$ cat src/inc/btc_params.svh
// constants for the branch target and condition unit
`ifndef BTC_PARAMS_SVH
`define BTC_PARAMS_SVH

// ----------------------------------------------------------------
// instruction fields (bit 0 of the word is the lsb here)
// ----------------------------------------------------------------
`define BTC_LK_BIT       0
`define BTC_AA_BIT       1
`define BTC_BO_HI        25
`define BTC_BO_LO        21
`define BTC_BI_HI        20
`define BTC_BI_LO        16
`define BTC_BH_HI        12
`define BTC_BH_LO        11
`define BTC_LI_HI        25
`define BTC_LI_LO        2
`define BTC_BD_HI        15
`define BTC_BD_LO        2

// ----------------------------------------------------------------
// branch options field bits
// ----------------------------------------------------------------
`define BTC_BO_NOCOND    4
`define BTC_BO_CRVAL     3
`define BTC_BO_NODEC     2
`define BTC_BO_ZERO      1
`define BTC_BO_T         0
`define BTC_BO_A_NODEC   1

// ----------------------------------------------------------------
// addressing constants
// ----------------------------------------------------------------
`define BTC_INSN_BYTES   64'h0000_0000_0000_0004
`define BTC_CR_MSB       5'h1f
`define BTC_NIA_BO       5'h14
`define BTC_NIA_BI       5'h1f

// ----------------------------------------------------------------
// register offsets
// ----------------------------------------------------------------
`define BTC_REG_CTRL     8'h00
`define BTC_REG_LR_LO    8'h04
`define BTC_REG_LR_HI    8'h08
`define BTC_REG_CTR_LO   8'h0c
`define BTC_REG_CTR_HI   8'h10
`define BTC_REG_CR       8'h14
`define BTC_REG_STAT     8'h18
`define BTC_CTRL_MODE32  0
`define BTC_CTRL_STACK   1

// ----------------------------------------------------------------
// reset values
// ----------------------------------------------------------------
`define BTC_RST_LR       64'h0000_0000_0000_0000
`define BTC_RST_CTR      64'h0000_0000_0000_0000
`define BTC_RST_CR       32'h0000_0000

`endif

$ cat src/inc/btc_pkg.sv
// types for the branch target and condition unit
package btc_pkg;

  // ----------------------------------------------------------------
  // branch kinds as predecoded by fetch
  // ----------------------------------------------------------------
  typedef enum logic [1:0] {
    BTC_K_IMM  = 2'b00,
    BTC_K_CIMM = 2'b01,
    BTC_K_LNK  = 2'b10,
    BTC_K_CNT  = 2'b11
  } btc_kind_t;

  // ----------------------------------------------------------------
  // target usage hint
  // ----------------------------------------------------------------
  typedef enum logic [2:0] {
    BTC_TH_NONE   = 3'b000,
    BTC_TH_RETURN = 3'b001,
    BTC_TH_REPEAT = 3'b010,
    BTC_TH_UNPRED = 3'b011,
    BTC_TH_RSVD   = 3'b100
  } btc_thint_t;

  // ----------------------------------------------------------------
  // whole state of the unit
  // ----------------------------------------------------------------
  typedef struct packed {
    logic        mode32;
    logic        stack_en;
    logic [63:0] lr;
    logic [63:0] ctr;
    logic [31:0] cr;
    logic [31:0] rd_data;
    logic        redir;
    logic [63:0] next_addr;
    logic        taken;
    logic [1:0]  thint;
    btc_thint_t  tgt_hint;
    logic        lr_push;
  } btc_state_t;

endpackage : btc_pkg

$ cat src/hw/btc_ctr_test.sv
// count test: zero detect over the tested slice of the count
`timescale 1ns/1ps
module btc_ctr_test #(
  parameter int W    = 64,
  parameter int HALF = 32
) (
  // value and mode
  input  wire logic [W-1:0] i_value,
  input  wire logic         i_mode32,
  // result
  output logic              o_zero
);

  // ----------------------------------------------------------------
  // narrow mode tests only the low half
  // ----------------------------------------------------------------
  always_comb begin
    if (i_mode32) begin
      o_zero = (i_value[HALF-1:0] == '0);
    end else begin
      o_zero = (i_value == '0);
    end
  end

endmodule : btc_ctr_test

$ cat src/hw/btc_unit.sv
// branch target formation and branch condition resolution
// Notes on behaviour
// - unconditional absolute: target is sign-extended long displacement with two zeros
// - conditional absolute taken: target is sign-extended short displacement, two zeros
// - absolute select bit one means absolute, zero means relative target
// - link update bit one writes following instruction address into link register
// - taken branch to link fetches link register with low two bits cleared
// - taken branch to count fetches count register with low two bits cleared
// - link or count form with link bit updates link even when not taken
// - count test covers low 32 bits in 32-bit mode, all 64 otherwise
// - a requested decrement always acts on the full 64-bit count
// - decrementing codes 0000z/0001z/0100z/0101z branch on count zero test and condition bit value
// - codes 001xx/011xx leave count, test condition bit; 1z1zz always branch
// - codes 1a00t/1a01t decrement and test count only, ignoring condition
// - don't-care bits of branch options never affect the outcome
// - taken hint pair: none, reserved, likely not taken, likely taken
// - target hint 00: return for link form, repeating target for count form
// - target hint 01 repeat/reserved, 10 reserved, 11 unpredictable
// - target hint gives no taken likelihood; kept apart from taken hint
// - 5-bit selector picks one of 32 condition register bits
// - link stack push skips the branch-and-link 20,31 next-address form
// - in 32-bit mode upper 32 target bits are cleared last
//
// Chosen here: the register addresses and the strobed register port.
`timescale 1ns/1ps
`include "btc_params.svh"
module btc_unit (
  // clock and reset
  input  wire logic              i_clk_sys,
  input  wire logic              i_sys_rst,
  // branch request from fetch
  input  wire logic              i_br_valid,
  input  wire btc_pkg::btc_kind_t i_br_kind,
  input  wire logic [31:0]       i_br_instr,
  input  wire logic [63:0]       i_br_cia,
  // register port
  input  wire logic [7:0]        i_reg_addr,
  input  wire logic [31:0]       i_reg_wdata,
  input  wire logic              i_reg_wr,
  input  wire logic              i_reg_rd,
  output logic [31:0]            o_reg_rdata,
  // branch outcome to fetch
  output logic                   o_redirect_valid,
  output logic [63:0]            o_next_addr,
  output logic                   o_taken,
  output logic [1:0]             o_taken_hint,
  output btc_pkg::btc_thint_t    o_target_hint,
  output logic                   o_lr_push
);
  import btc_pkg::*;

  btc_state_t st;
  btc_state_t nx;

  // ----------------------------------------------------------------
  // instruction fields
  // ----------------------------------------------------------------
  logic [4:0]  bo;
  logic [4:0]  bi;
  logic [1:0]  bh;
  logic [23:0] li;
  logic [13:0] bd;
  logic        aa;
  logic        lk;

  assign bo = i_br_instr[`BTC_BO_HI:`BTC_BO_LO];
  assign bi = i_br_instr[`BTC_BI_HI:`BTC_BI_LO];
  assign bh = i_br_instr[`BTC_BH_HI:`BTC_BH_LO];
  assign li = i_br_instr[`BTC_LI_HI:`BTC_LI_LO];
  assign bd = i_br_instr[`BTC_BD_HI:`BTC_BD_LO];
  assign aa = i_br_instr[`BTC_AA_BIT];
  assign lk = i_br_instr[`BTC_LK_BIT];

  // ----------------------------------------------------------------
  // target formation
  // ----------------------------------------------------------------
  logic [63:0] li_ext;
  logic [63:0] bd_ext;
  logic [63:0] tgt_raw;
  logic [63:0] tgt;
  logic [63:0] nia_raw;
  logic [63:0] nia;

  assign li_ext  = {{40{li[23]}}, li};
  assign bd_ext  = {{50{bd[13]}}, bd};
  assign nia_raw = i_br_cia + `BTC_INSN_BYTES;

  always_comb begin
    case (i_br_kind)
      BTC_K_IMM: begin
        // displacement already sits above two zero bits after the shift
        tgt_raw = aa ? (li_ext << 2) : i_br_cia + (li_ext << 2);
      end
      BTC_K_CIMM: begin
        tgt_raw = aa ? (bd_ext << 2) : i_br_cia + (bd_ext << 2);
      end
      BTC_K_LNK: begin
        tgt_raw = {st.lr[63:2], 2'b00};
      end
      BTC_K_CNT: begin
        tgt_raw = {st.ctr[63:2], 2'b00};
      end
      default: begin
        tgt_raw = nia_raw;
      end
    endcase
  end

  // clearing the top half is the very last step of formation
  assign tgt = st.mode32 ? {32'h0000_0000, tgt_raw[31:0]} : tgt_raw;
  assign nia = st.mode32 ? {32'h0000_0000, nia_raw[31:0]} : nia_raw;

  // ----------------------------------------------------------------
  // condition evaluation
  // ----------------------------------------------------------------
  logic [63:0] ctr_dec;
  logic        ctr_zero;
  logic        cr_bit;
  logic        do_dec;
  logic        ctr_ok;
  logic        cond_ok;
  logic        taken;

  // full-width decrement whatever the mode
  assign ctr_dec = st.ctr - 64'h0000_0000_0000_0001;

  btc_ctr_test #(
    .W    (64),
    .HALF (32)
  ) u_ctr_test (
    .i_value  (ctr_dec),
    .i_mode32 (st.mode32),
    .o_zero   (ctr_zero)
  );

  // condition register bits numbered from the msb
  assign cr_bit = st.cr[`BTC_CR_MSB - bi];

  // only the decode bits are looked at; hint and z bits never enter
  assign do_dec  = (i_br_kind != BTC_K_IMM) && !bo[`BTC_BO_NODEC];
  assign ctr_ok  = bo[`BTC_BO_NODEC]
                   || (bo[`BTC_BO_ZERO] ? ctr_zero : !ctr_zero);
  assign cond_ok = bo[`BTC_BO_NOCOND]
                   || (cr_bit == bo[`BTC_BO_CRVAL]);
  assign taken   = (i_br_kind == BTC_K_IMM) || (ctr_ok && cond_ok);

  // ----------------------------------------------------------------
  // hints
  // ----------------------------------------------------------------
  logic [1:0] thint;
  btc_thint_t tgt_hint;
  logic       push;

  always_comb begin
    // taken hint pair lives in different bits per code family
    if (!bo[`BTC_BO_NOCOND] && bo[`BTC_BO_NODEC]) begin
      thint = bo[`BTC_BO_ZERO:`BTC_BO_T];
    end else if (bo[`BTC_BO_NOCOND] && !bo[`BTC_BO_NODEC]) begin
      thint = {bo[`BTC_BO_CRVAL], bo[`BTC_BO_T]};
    end else begin
      thint = 2'b00;
    end
    if (i_br_kind == BTC_K_IMM) begin
      thint = 2'b00;
    end
  end

  // decoded from the target hint bits and the branch kind, never from the taken pair
  always_comb begin
    tgt_hint = BTC_TH_NONE;
    case (bh)
      2'b00: begin
        tgt_hint = (i_br_kind == BTC_K_LNK) ? BTC_TH_RETURN : BTC_TH_REPEAT;
      end
      2'b01: begin
        tgt_hint = (i_br_kind == BTC_K_LNK) ? BTC_TH_REPEAT : BTC_TH_RSVD;
      end
      2'b10: begin
        tgt_hint = BTC_TH_RSVD;
      end
      default: begin
        tgt_hint = BTC_TH_UNPRED;
      end
    endcase
    if (i_br_kind == BTC_K_IMM || i_br_kind == BTC_K_CIMM) begin
      tgt_hint = BTC_TH_NONE;
    end
  end

  // the next-address idiom would pollute the return stack
  assign push = st.stack_en && lk
                && !(i_br_kind == BTC_K_CIMM && bo == `BTC_NIA_BO
                     && bi == `BTC_NIA_BI && tgt == nia);

  // ----------------------------------------------------------------
  // next state
  // ----------------------------------------------------------------
  always_comb begin
    nx         = st;
    nx.redir   = 1'b0;
    nx.lr_push = 1'b0;
    nx.rd_data = 32'h0000_0000;
    if (i_reg_wr) begin
      case (i_reg_addr)
        `BTC_REG_CTRL: begin
          nx.mode32   = i_reg_wdata[`BTC_CTRL_MODE32];
          nx.stack_en = i_reg_wdata[`BTC_CTRL_STACK];
        end
        `BTC_REG_LR_LO:  nx.lr[31:0]   = i_reg_wdata;
        `BTC_REG_LR_HI:  nx.lr[63:32]  = i_reg_wdata;
        `BTC_REG_CTR_LO: nx.ctr[31:0]  = i_reg_wdata;
        `BTC_REG_CTR_HI: nx.ctr[63:32] = i_reg_wdata;
        `BTC_REG_CR:     nx.cr         = i_reg_wdata;
        default: begin
        end
      endcase
    end
    if (i_reg_rd) begin
      case (i_reg_addr)
        `BTC_REG_CTRL:   nx.rd_data = {30'h0, st.stack_en, st.mode32};
        `BTC_REG_LR_LO:  nx.rd_data = st.lr[31:0];
        `BTC_REG_LR_HI:  nx.rd_data = st.lr[63:32];
        `BTC_REG_CTR_LO: nx.rd_data = st.ctr[31:0];
        `BTC_REG_CTR_HI: nx.rd_data = st.ctr[63:32];
        `BTC_REG_CR:     nx.rd_data = st.cr;
        `BTC_REG_STAT:   nx.rd_data = {25'h0, st.lr_push, st.tgt_hint,
                                       st.thint, st.taken};
        default:         nx.rd_data = 32'h0000_0000;
      endcase
    end
    // branch updates come after software writes so hardware wins a clash
    if (i_br_valid) begin
      nx.redir     = 1'b1;
      nx.taken     = taken;
      nx.next_addr = taken ? tgt : nia;
      nx.thint     = thint;
      nx.tgt_hint  = tgt_hint;
      nx.lr_push   = push;
      if (do_dec) begin
        nx.ctr = ctr_dec;
      end
      if (lk) begin
        nx.lr = nia;
      end
    end
  end

  always_ff @(posedge i_clk_sys) begin
    if (i_sys_rst) begin
      st           <= '0;
      st.lr        <= `BTC_RST_LR;
      st.ctr       <= `BTC_RST_CTR;
      st.cr        <= `BTC_RST_CR;
      st.tgt_hint  <= BTC_TH_NONE;
    end else begin
      st <= nx;
    end
  end

  // ----------------------------------------------------------------
  // outputs
  // ----------------------------------------------------------------
  assign o_reg_rdata      = st.rd_data;
  assign o_redirect_valid = st.redir;
  assign o_next_addr      = st.next_addr;
  assign o_taken          = st.taken;
  assign o_taken_hint     = st.thint;
  assign o_target_hint    = st.tgt_hint;
  assign o_lr_push        = st.lr_push;
endmodule : btc_unit

$ cat config.mk
export PLATFORM = sky130hd
export DESIGN_NAME = btc_unit
export DESIGN_NICKNAME = d
export VERILOG_FILES = /design/src/inc/btc_pkg.sv /design/src/hw/btc_ctr_test.sv /design/src/hw/btc_unit.sv
export VERILOG_INCLUDE_DIRS = /design/src /design/src/inc
export SDC_FILE = /design/constraint.sdc
export NUM_CORES = 1
export LEC_CHECK = 0
export ABC_CLOCK_PERIOD_IN_PS = 13650
export BUFFER_PORTS_ARGS = -buffer_cell sky130_fd_sc_hd__buf_2
export CELL_PAD_IN_SITES_DETAIL_PLACEMENT = 0
export CELL_PAD_IN_SITES_GLOBAL_PLACEMENT = 1
export CORE_AREA = 2 2 215 429
export CTS_BUF_LIST = sky130_fd_sc_hd__clkbuf_8
export CTS_CLUSTER_DIAMETER = 60
export DETAILED_ROUTE_END_ITERATION = 16
export DIE_AREA = 0 0 217 431
export PLACE_DENSITY = 0.61
export SLEW_MARGIN = 10
export SYNTH_ARGS = -nofsm -noshare
export SYNTH_HDL_FRONTEND = slang
export SYNTH_HIERARCHICAL = 1
export SYNTH_SLANG_ARGS = --single-unit
$ cat constraint.sdc
create_clock -name i_clk_sys -period 13.65 [get_ports i_clk_sys]
set_clock_uncertainty 0.15 [all_clocks]
set_input_delay 2.0475 -clock i_clk_sys [delete_from_list [all_inputs] [get_ports i_clk_sys]]
set_output_delay 2.0475 -clock i_clk_sys [all_outputs]
set_load 0.1 [all_outputs]
Word-level counts from Yosys, hierarchy flattened. Index checks and enable logic that the tools add are counted.

$add $sub $neg: 5. Bitwise gates (word level): 2. Muxes and demuxes: 28. Reductions and logical operators: 27. Magnitude comparators: 1. Equality and inequality tests: 15.

Operators by type and width (number): $mux W64 (7); $pmux W64 S4 (1); $pmux W32 S7 (1); $mux W160 (1); $mux W32 (5); $add A64 B64 Y64 (2); $mux W128 (1); $mux W72 (1); $add A64 B3 Y64 const B (1); $eq A64 B64 Y1 (1); $logic_not A64 Y1 (1); $sub A64 B1 Y64 const B (1); $logic_not A32 Y1 (1); $eq A8 B5 Y1 const B (3); $eq A8 B4 Y1 const B (2); $eq A5 B5 Y1 const B (2); $logic_and A1 B1 Y1 (9); $pmux W3 S3 (1); $eq A8 B3 Y1 const B (1); $logic_not A8 Y1 (1); $mux W2 (4); $eq A2 B2 Y1 const B (3); $lt A5 B6 Y1 const B (1); $mux W3 (2); other kinds (12) (25).

Output and inout port bits: 104. Register bits after elaboration: 266. Word-level logic and storage cells: 90.

Longest topological paths before layout. Gate-level depths: netlist of the first run.

Depth in word-level cells: 10. Mapped depth: 29. Gate-level depth less buffers: 26.

Modules after synthesis. Netlist of the first run, hierarchy kept.

Modules (own cells, without submodules): btc_unit (cells each 3792, area an instance 26807.0 um^2, times used 1); btc_ctr_test (cells each 22, area an instance 145.1 um^2, times used 1).

Worst setup path before layout of the first run. OpenSTA, ideal clock, no wires.

Kind: input to register. Start point: input i_br_instr[15]. End point: register st (netlist bit o_lr_push). Slack: 7.469 ns. Stages on the path: 16. Data arrival time: 5.910 ns. Required time: 13.379 ns. Path buffers: 1. Library setup time: 0.121 ns. Cells stage by stage: ha_1 -> clkbuf_1 -> nand2_1 -> nor3_1 -> a21boi_0 -> o31a_1 -> o21ai_0 -> or4_1 -> a32o_1 -> xnor2_1 -> a2111oi_0 -> or4b_1 -> a2111oi_0 -> nand4b_1 -> nor4_1 -> nor2_1.

Word-level cells in the longest chain between the ends: 8.

RTL lines: start, declared (RTL line btc_unit.sv:34) `input wire logic [31:0] i_br_instr,`; $add A64 B64 Y64, on equally long branches (RTL line btc_unit.sv:95, btc_unit.sv:92); $mux W64, on equally long branches (RTL line btc_unit.sv:95, btc_unit.sv:92); $pmux W64 S4 (*) (RTL line btc_unit.sv:89) `case (i_br_kind)`; $mux W64 (*) (RTL line btc_unit.sv:110) `assign tgt = st.mode32 ? {32'h0000_0000, tgt_raw[31:0]} : tgt_raw;`; $eq A64 B64 Y1 (*) (RTL line btc_unit.sv:193) `` && bi == `BTC_NIA_BI && tgt == nia); ``; $logic_and A1 B1 Y1 (*) (RTL line btc_unit.sv:192) `` && !(i_br_kind == BTC_K_CIMM && bo == `BTC_NIA_BO ``; $logic_not A1 Y1 (*) (RTL line btc_unit.sv:192); $logic_and A1 B1 Y1 (*) (RTL line btc_unit.sv:191) `assign push = st.stack_en && lk`; end signal, assigned (RTL line btc_unit.sv:256) `st <= nx;`; end, declared (RTL line btc_unit.sv:52) `btc_state_t st;`.

Every way passes the cells marked *; elsewhere a longest branch is shown, timed or not. A chain may end at the register's enable or synchronous reset.

Final worst setup path of the first run. Same ends and word-level chain as after synthesis.

==> results of run 1 <==
## per-layer routing
| metal | vias up | global-route usage | routed length, µm |
|---|---|---|---|
| met5 | - | 0 | 13 |
| met4 | 2 | 0.2697 | 15510 |
| met3 | 400 | 0.03816 | 7713 |
| met2 | 1221 | 0.5498 | 74250 |
| met1 | 14560 | 0.3375 | 55630 |
| li1 | 13910 | - | - |
## registers in the layout, indices dropped and copies added, names as in the netlist
| register | flops |
|---|---|
| o_reg_rdata | 32 |
| st | 162 |
| o_redirect_valid | 1 |
| o_target_hint | 3 |
| o_lr_push | 1 |
| o_taken_hint | 2 |
| o_taken | 1 |
| o_next_addr | 64 |
## power breakdown
group | internal, mW | switching [mW]
combinational | 0.348 | 0.866
clock | 0.362 | 0.379
sequential | 0.817 | 0.0493
total | 1.53 | 1.29
## per-stage QoR
stage,hold slack (ns),cells
floorplan,0.2905,3814
finish,0.3120,4985
global route,0.3370,4984
CTS,0.3132,4982
global placement,0.3015,4908
detailed placement,0.3049,4908
## cell type report
| class | instances | share of cell area |
|---|---|---|
| Multi-Input combinational cell | 3108 | 0.6729 |
| Sequential cell | 266 | 0.1824 |
| Timing Repair Buffer | 305 | 0.05884 |
| Tap cell | 1185 | 0.05078 |
| Clock buffer | 55 | 0.02593 |
| Inverter | 44 | 0.005656 |
| Clock inverter | 19 | 0.003214 |
| Antenna cell | 3 | 0.0002571 |
## synth_stat cells, types with 62 or more instances
cell type / number / share of area
a21oi_1: 305 / 0.057
a211oi_1: 131 / 0.036
ha_1: 110 / 0.051
buf_4: 102 / 0.028
mux2_2: 62 / 0.026
nand3_1: 131 / 0.024
nor2_1: 439 / 0.061
xnor2_1: 105 / 0.034
nor3_1: 100 / 0.019
o21ai_0: 180 / 0.033
a22oi_1: 80 / 0.022
mux2i_1: 106 / 0.039
dfxtp_1: 266 / 0.20
xor2_1: 98 / 0.032
clkbuf_1: 266 / 0.037
nand4_1: 99 / 0.023
nand2_1: 463 / 0.064
## cell families after synthesis
logic type | synth area share
compound gates | 0.2703
xor+xnor | 0.06597
fa+ha+maj | 0.05181
buf+inv | 0.07586
flops | 0.1976
mux | 0.07363
simple gates | 0.2648
## critical path: stages
cell	delay (ns)
buf_2	0.08
buf_4	0.29
buf_4	0.46
ha_1	0.46
nand2_1	0.28
nor3_1	0.30
a21boi_0	0.21
buf_4	0.21
nor2_1	0.13
xnor2_1	0.14
o311ai_0	0.88
xor2_1	0.83
o221ai_1	0.44
nor4bb_1	0.39
nand4_1	0.17
nor4_1	0.37
o2111ai_1	0.24
nor4_2	0.88
nor2_1	0.19
## how the worst max path moves through the flow
| stage | from | end | slack [ns] | cells after the start |
|---|---|---|---|---|
| 3_3_place_gp | i_br_instr[15] | o_lr_push | 4.55 | 19 |
| 4_1_cts | i_br_instr[15] | o_lr_push | 5.19 | 19 |
| 5_1_grt | st[165] | o_next_addr[60] | 4.88 | 26 |
| 3_5_place_dp | i_br_instr[15] | o_lr_push | 4.49 | 19 |
| 6_report | i_br_instr[15] | o_lr_push | 4.92 | 19 |
| 2_1_floorplan | i_br_instr[15] | o_lr_push | 7.47 | 16 |
==> flow_metrics.tcl, run 1 <==
set metrics [dict create \
    status "completed" \
    crit_arrival_ns 9.07 \
    r2r-start "st[165]" \
    ff2ff_path_depth 26 \
    syn_area_per_cell_um2 7.067 \
    cts_root_buf "clkbuf_8" \
    fill_cells 10030 \
    start_kind "input pin" \
    initial_core_util 0.2989 \
    std_cell_rows 156 \
    wl_um 153100 \
    layout_min_cycle_time_ns 8.728 \
    nets 4025 \
    yosysWarnings 6 \
    cts_htree_levels 2 \
    r2r_slack_ns 5.18 \
    drtIter0Drc 2609 \
    seq_area_frac_synth 0.1976 \
    multi_input_area_um2 19650 \
    rsz0062_at_grt "no" \
    synth_cell_types 93 \
    ys_async_sr_fraction 0 \
    max_freq_mhz 114.6 \
    io_pins 247 \
    power_density_nw_per_um2 96.66 \
    synth_ff_type "dfxtp_1" \
    leakage_nw 11.32 \
    area_delta_synth_final_pct 8.333 \
    syn_inst 3814 \
    grt_overflow 0 \
    num_vias 30100 \
    layout_common_cells "nand2_1 (462), nor2_1 (434), a21oi_1 (304), dfxtp_1 (265), buf_2 (236)" \
    die_area_um2 93530 \
    dpl_cell_area_um2 28340 \
    min_to "o_next_addr[0]" \
    fin_area_um2 29200 \
    min_path_type "flip-flop to flip-flop" \
    tritoncts "yes" \
    fin_util 0.3238 \
    worstMarginPinSlew_ns 1.228 \
    drive_above_1_share 0.1312 \
    numCtsBuffers 46 \
    clock-sinks 266 \
    tns_ns 0 \
    wire_per_inst_um 30.72 \
    ant_nets 0 \
    die_h_um 431 \
    grt_max_degree 83 \
    vias_per_cell 6.037 \
    core_area_um2 90180 \
    drc 0 \
    first_global_vias 29150 \
    dp_hpwl_um 120300 \
    grt_antenna_before_repair 4 \
    timing.final.ws_setup_ns 4.922 \
    ys_seq_elements 266 \
    clockBufferDepth 3 \
    slew_headroom 0.1703 \
    clkSlewWorstSetupHoldPaths_ns 0.06 \
    track_usage 0.3161 \
    syn-num-nets 4068 \
    hold_start "o_next_addr[0]" \
    syn_area_um2 26950 \
    final-max-slew-violation-count 0 \
    cap_violations 0 \
    reg2reg_to "o_next_addr[60]" \
    place_congestion 1.021 \
    path_class "input pin to flip-flop" \
    cp_max_fo 31 \
    required_ns 14.00 \
    period_share 0.6394 \
    irDropWorstVdd_mv 0.07196 \
    die_w_um 217 \
    post-cts-setup-buffers 0 \
    synth-edff-count 0 \
    finalSetupViolCount 0 \
    io_buffers 240 \
    postCtsResizedCells 0 \
    total_power_mw 2.822 \
    dp_slack_ns 4.486 \
    seqCellArea_um2 5326 \
    end_kind "flip-flop" \
    firstDrtPassIters 7 \
    clk_latency_ns 0.68 \
    hold_depth 2 \
    cts.hold.buffers_added 0 \
    final_common_cell "nand2_1" \
    grt_pass1_wl_um 212400 \
    hold_violations 0 \
]
Power figures use the tool's default switching activity.
==> inputs of run 2 (changes only) <==
--- a/config.mk
+++ b/config.mk
@@ -6,7 +6,7 @@
 export SDC_FILE = /design/constraint.sdc
 export NUM_CORES = 1
 export LEC_CHECK = 0
-export ABC_CLOCK_PERIOD_IN_PS = 13650
+export ABC_CLOCK_PERIOD_IN_PS = 7710
 export BUFFER_PORTS_ARGS = -buffer_cell sky130_fd_sc_hd__buf_2
 export CELL_PAD_IN_SITES_DETAIL_PLACEMENT = 0
 export CELL_PAD_IN_SITES_GLOBAL_PLACEMENT = 1
@@ -15,7 +15,7 @@
 export CTS_CLUSTER_DIAMETER = 60
 export DETAILED_ROUTE_END_ITERATION = 16
 export DIE_AREA = 0 0 217 431
-export PLACE_DENSITY = 0.61
+export PLACE_DENSITY = 0.63
 export SLEW_MARGIN = 10
 export SYNTH_ARGS = -nofsm -noshare
 export SYNTH_HDL_FRONTEND = slang
==> constraint.sdc (replaced) <==
create_clock -name i_clk_sys -period 7.71 [get_ports i_clk_sys]
set_clock_uncertainty 0.15 [all_clocks]
set_input_delay 1.1565 -clock i_clk_sys [delete_from_list [all_inputs] [get_ports i_clk_sys]]
set_output_delay 1.1565 -clock i_clk_sys [all_outputs]
set_load 0.1 [all_outputs]
==> flow_metrics.tcl, run 2 (synthesis results as in run 1) <==
set metrics [dict create \
    layout_min_cycle_time_ns 7.326 \
    slew_headroom 0.1821 \
    wire_per_inst_um 31.58 \
    final-max-slew-violation-count 0 \
    io_buffers 240 \
    tritoncts "yes" \
    slowest_stage "or4_4" \
    clockBufferDepth 3 \
    worstMarginPinSlew_ns 1.216 \
    std_cell_rows 156 \
    grt_overflow 0 \
    finalSetupViolCount 0 \
    cp_max_fo 33 \
    end_kind "flip-flop" \
    regMostFlops "st" \
    r2r-start "st[168]" \
    final_common_cell "nand2_1" \
    grt_antenna_before_repair 5 \
    clock-sinks 266 \
    area_delta_synth_final_pct 11.43 \
    cts.hold.buffers_added 0 \
    io_pins 247 \
    hold_violations 0 \
    ff2ff_path_depth 25 \
    leakage_nw 11.81 \
    ant_nets 0 \
    r2r_slack_ns 0.38 \
    min_path_type "flip-flop to flip-flop" \
    nets 4111 \
    grt_pass1_wl_um 223400 \
    drtIter0Drc 2969 \
    crit_arrival_ns 7.70 \
    firstDrtPassIters 6 \
    cts_root_buf "clkbuf_8" \
    drc 0 \
    hold_start "o_next_addr[1]" \
    power_density_nw_per_um2 175.2 \
    die_h_um 431 \
    first_global_vias 30380 \
    wl_um 160400 \
    final_cells 5079 \
    numCtsBuffers 45 \
    status "completed" \
    die_w_um 217 \
    dpl_cell_area_um2 29020 \
    drive_above_1_share 0.1523 \
    reg2reg_to "o_next_addr[34]" \
    total_power_mw 5.262 \
    num_vias 30980 \
    required_ns 8.09 \
    clkSlewWorstSetupHoldPaths_ns 0.07 \
    rsz0062_at_grt "no" \
    initial_core_util 0.2989 \
    place_congestion 1.012 \
    largest_reg_flops 162 \
    fin_util 0.3331 \
    slowest_delay_ns 0.55 \
    dp_hpwl_um 128000 \
    clk_latency_ns 0.68 \
    vias_per_cell 6.099 \
    fill_cells 10000 \
    die_area_um2 93530 \
    hold_depth 2 \
    irDropWorstVdd_mv 0.1096 \
    start_kind "flip-flop" \
    min_to "o_next_addr[1]" \
    cts_htree_levels 2 \
    core_area_um2 90180 \
    path_class "flip-flop to flip-flop" \
    cap_violations 0 \
    layout_common_cells "nand2_1 (462), nor2_1 (435), a21oi_1 (304), dfxtp_1 (265), buf_2 (236)" \
    max_freq_mhz 136.5 \
    dp.cells 4995 \
    period_share 0.9502 \
    fin_area_um2 30030 \
    tns_ns 0 \
    track_usage 0.3333 \
    grt_max_degree 92 \
]
## run 2: changes by cell type in the layout (fill, tap and decap cells not counted), sizes merged
cell | previous run | this run
buf | 304 | 391
inv | 58 | 52
bufinv | 0 | 4
clkinv | 4 | 8
diode | 3 | 6
clkbuf | 56 | 58
## run 2: metrics by stage
step	worst slack, ns	hold slack (ns)
global placement	0.4268	0.3049
detailed placement	0.3793	0.3110
finish	0.3837	0.3147
CTS	0.3647	0.3197
global route	0.1082	0.3474
floorplan	1.597	0.2905
## run 2: layout make-up
type	count	area, µm²	share of cell area
multi-input combinational	3108	19650	0.6542
sequential	266	5326	0.1773
timing repair buffer	392	2409	0.08019
tap	1185	1483	0.04937
clock buffer	57	784.5	0.02612
clock inverter	21	203.9	0.006791
inverter	44	165.2	0.005499
antenna	6	15.01	0.0004999
## run 2: power by group
| part | total (mW) | switching (mW) | internal [mW] |
|---|---|---|---|
| clock network | 1.49 | 0.687 | 0.799 |
| logic | 2.24 | 1.58 | 0.658 |
| registers | 1.54 | 0.0896 | 1.45 |
| total | 5.26 | 2.36 | 2.90 |
## run 2: what timing repair did
action,CTS,global route
buffers inserted,0,0
resized for setup,0,2
endpoints found under the setup margin,0,12
endpoints found under the hold margin,0,0
## run 2: routing by layer
metal  vias to the layer above  track usage  part of all wire
met5                         -            0                 0
li1                      14100            -                 -
met2                      1402       0.5921              0.50
met3                       441      0.03259             0.050
met4                         0       0.2791              0.10
met1                     15040       0.3525              0.35
## run 2: critical path, delay by kind of cell, from the launching register on
family                    cells  cell delay, ns
buffers and inverters         2            0.32
AOI/OAI and AO/OA             3            0.58
DFF                           1            0.38
xor gates and xnor gates      2            0.29
and+or+nand+nor              17            4.95
muxes                         1            0.48
## run 2: worst max path at each step
stage | startpoint | endpoint | slack, ns | depth (start not counted)
after CTS | st[168] | o_next_addr[48] | 0.36 | 25
after detailed placement | st[168] | o_next_addr[34] | 0.38 | 25
after floorplan | st[165] | o_next_addr[28] | 1.60 | 26
after global placement | st[168] | o_next_addr[48] | 0.43 | 25
final | st[168] | o_next_addr[34] | 0.38 | 25
after global routing | st[168] | o_next_addr[29] | 0.11 | 25
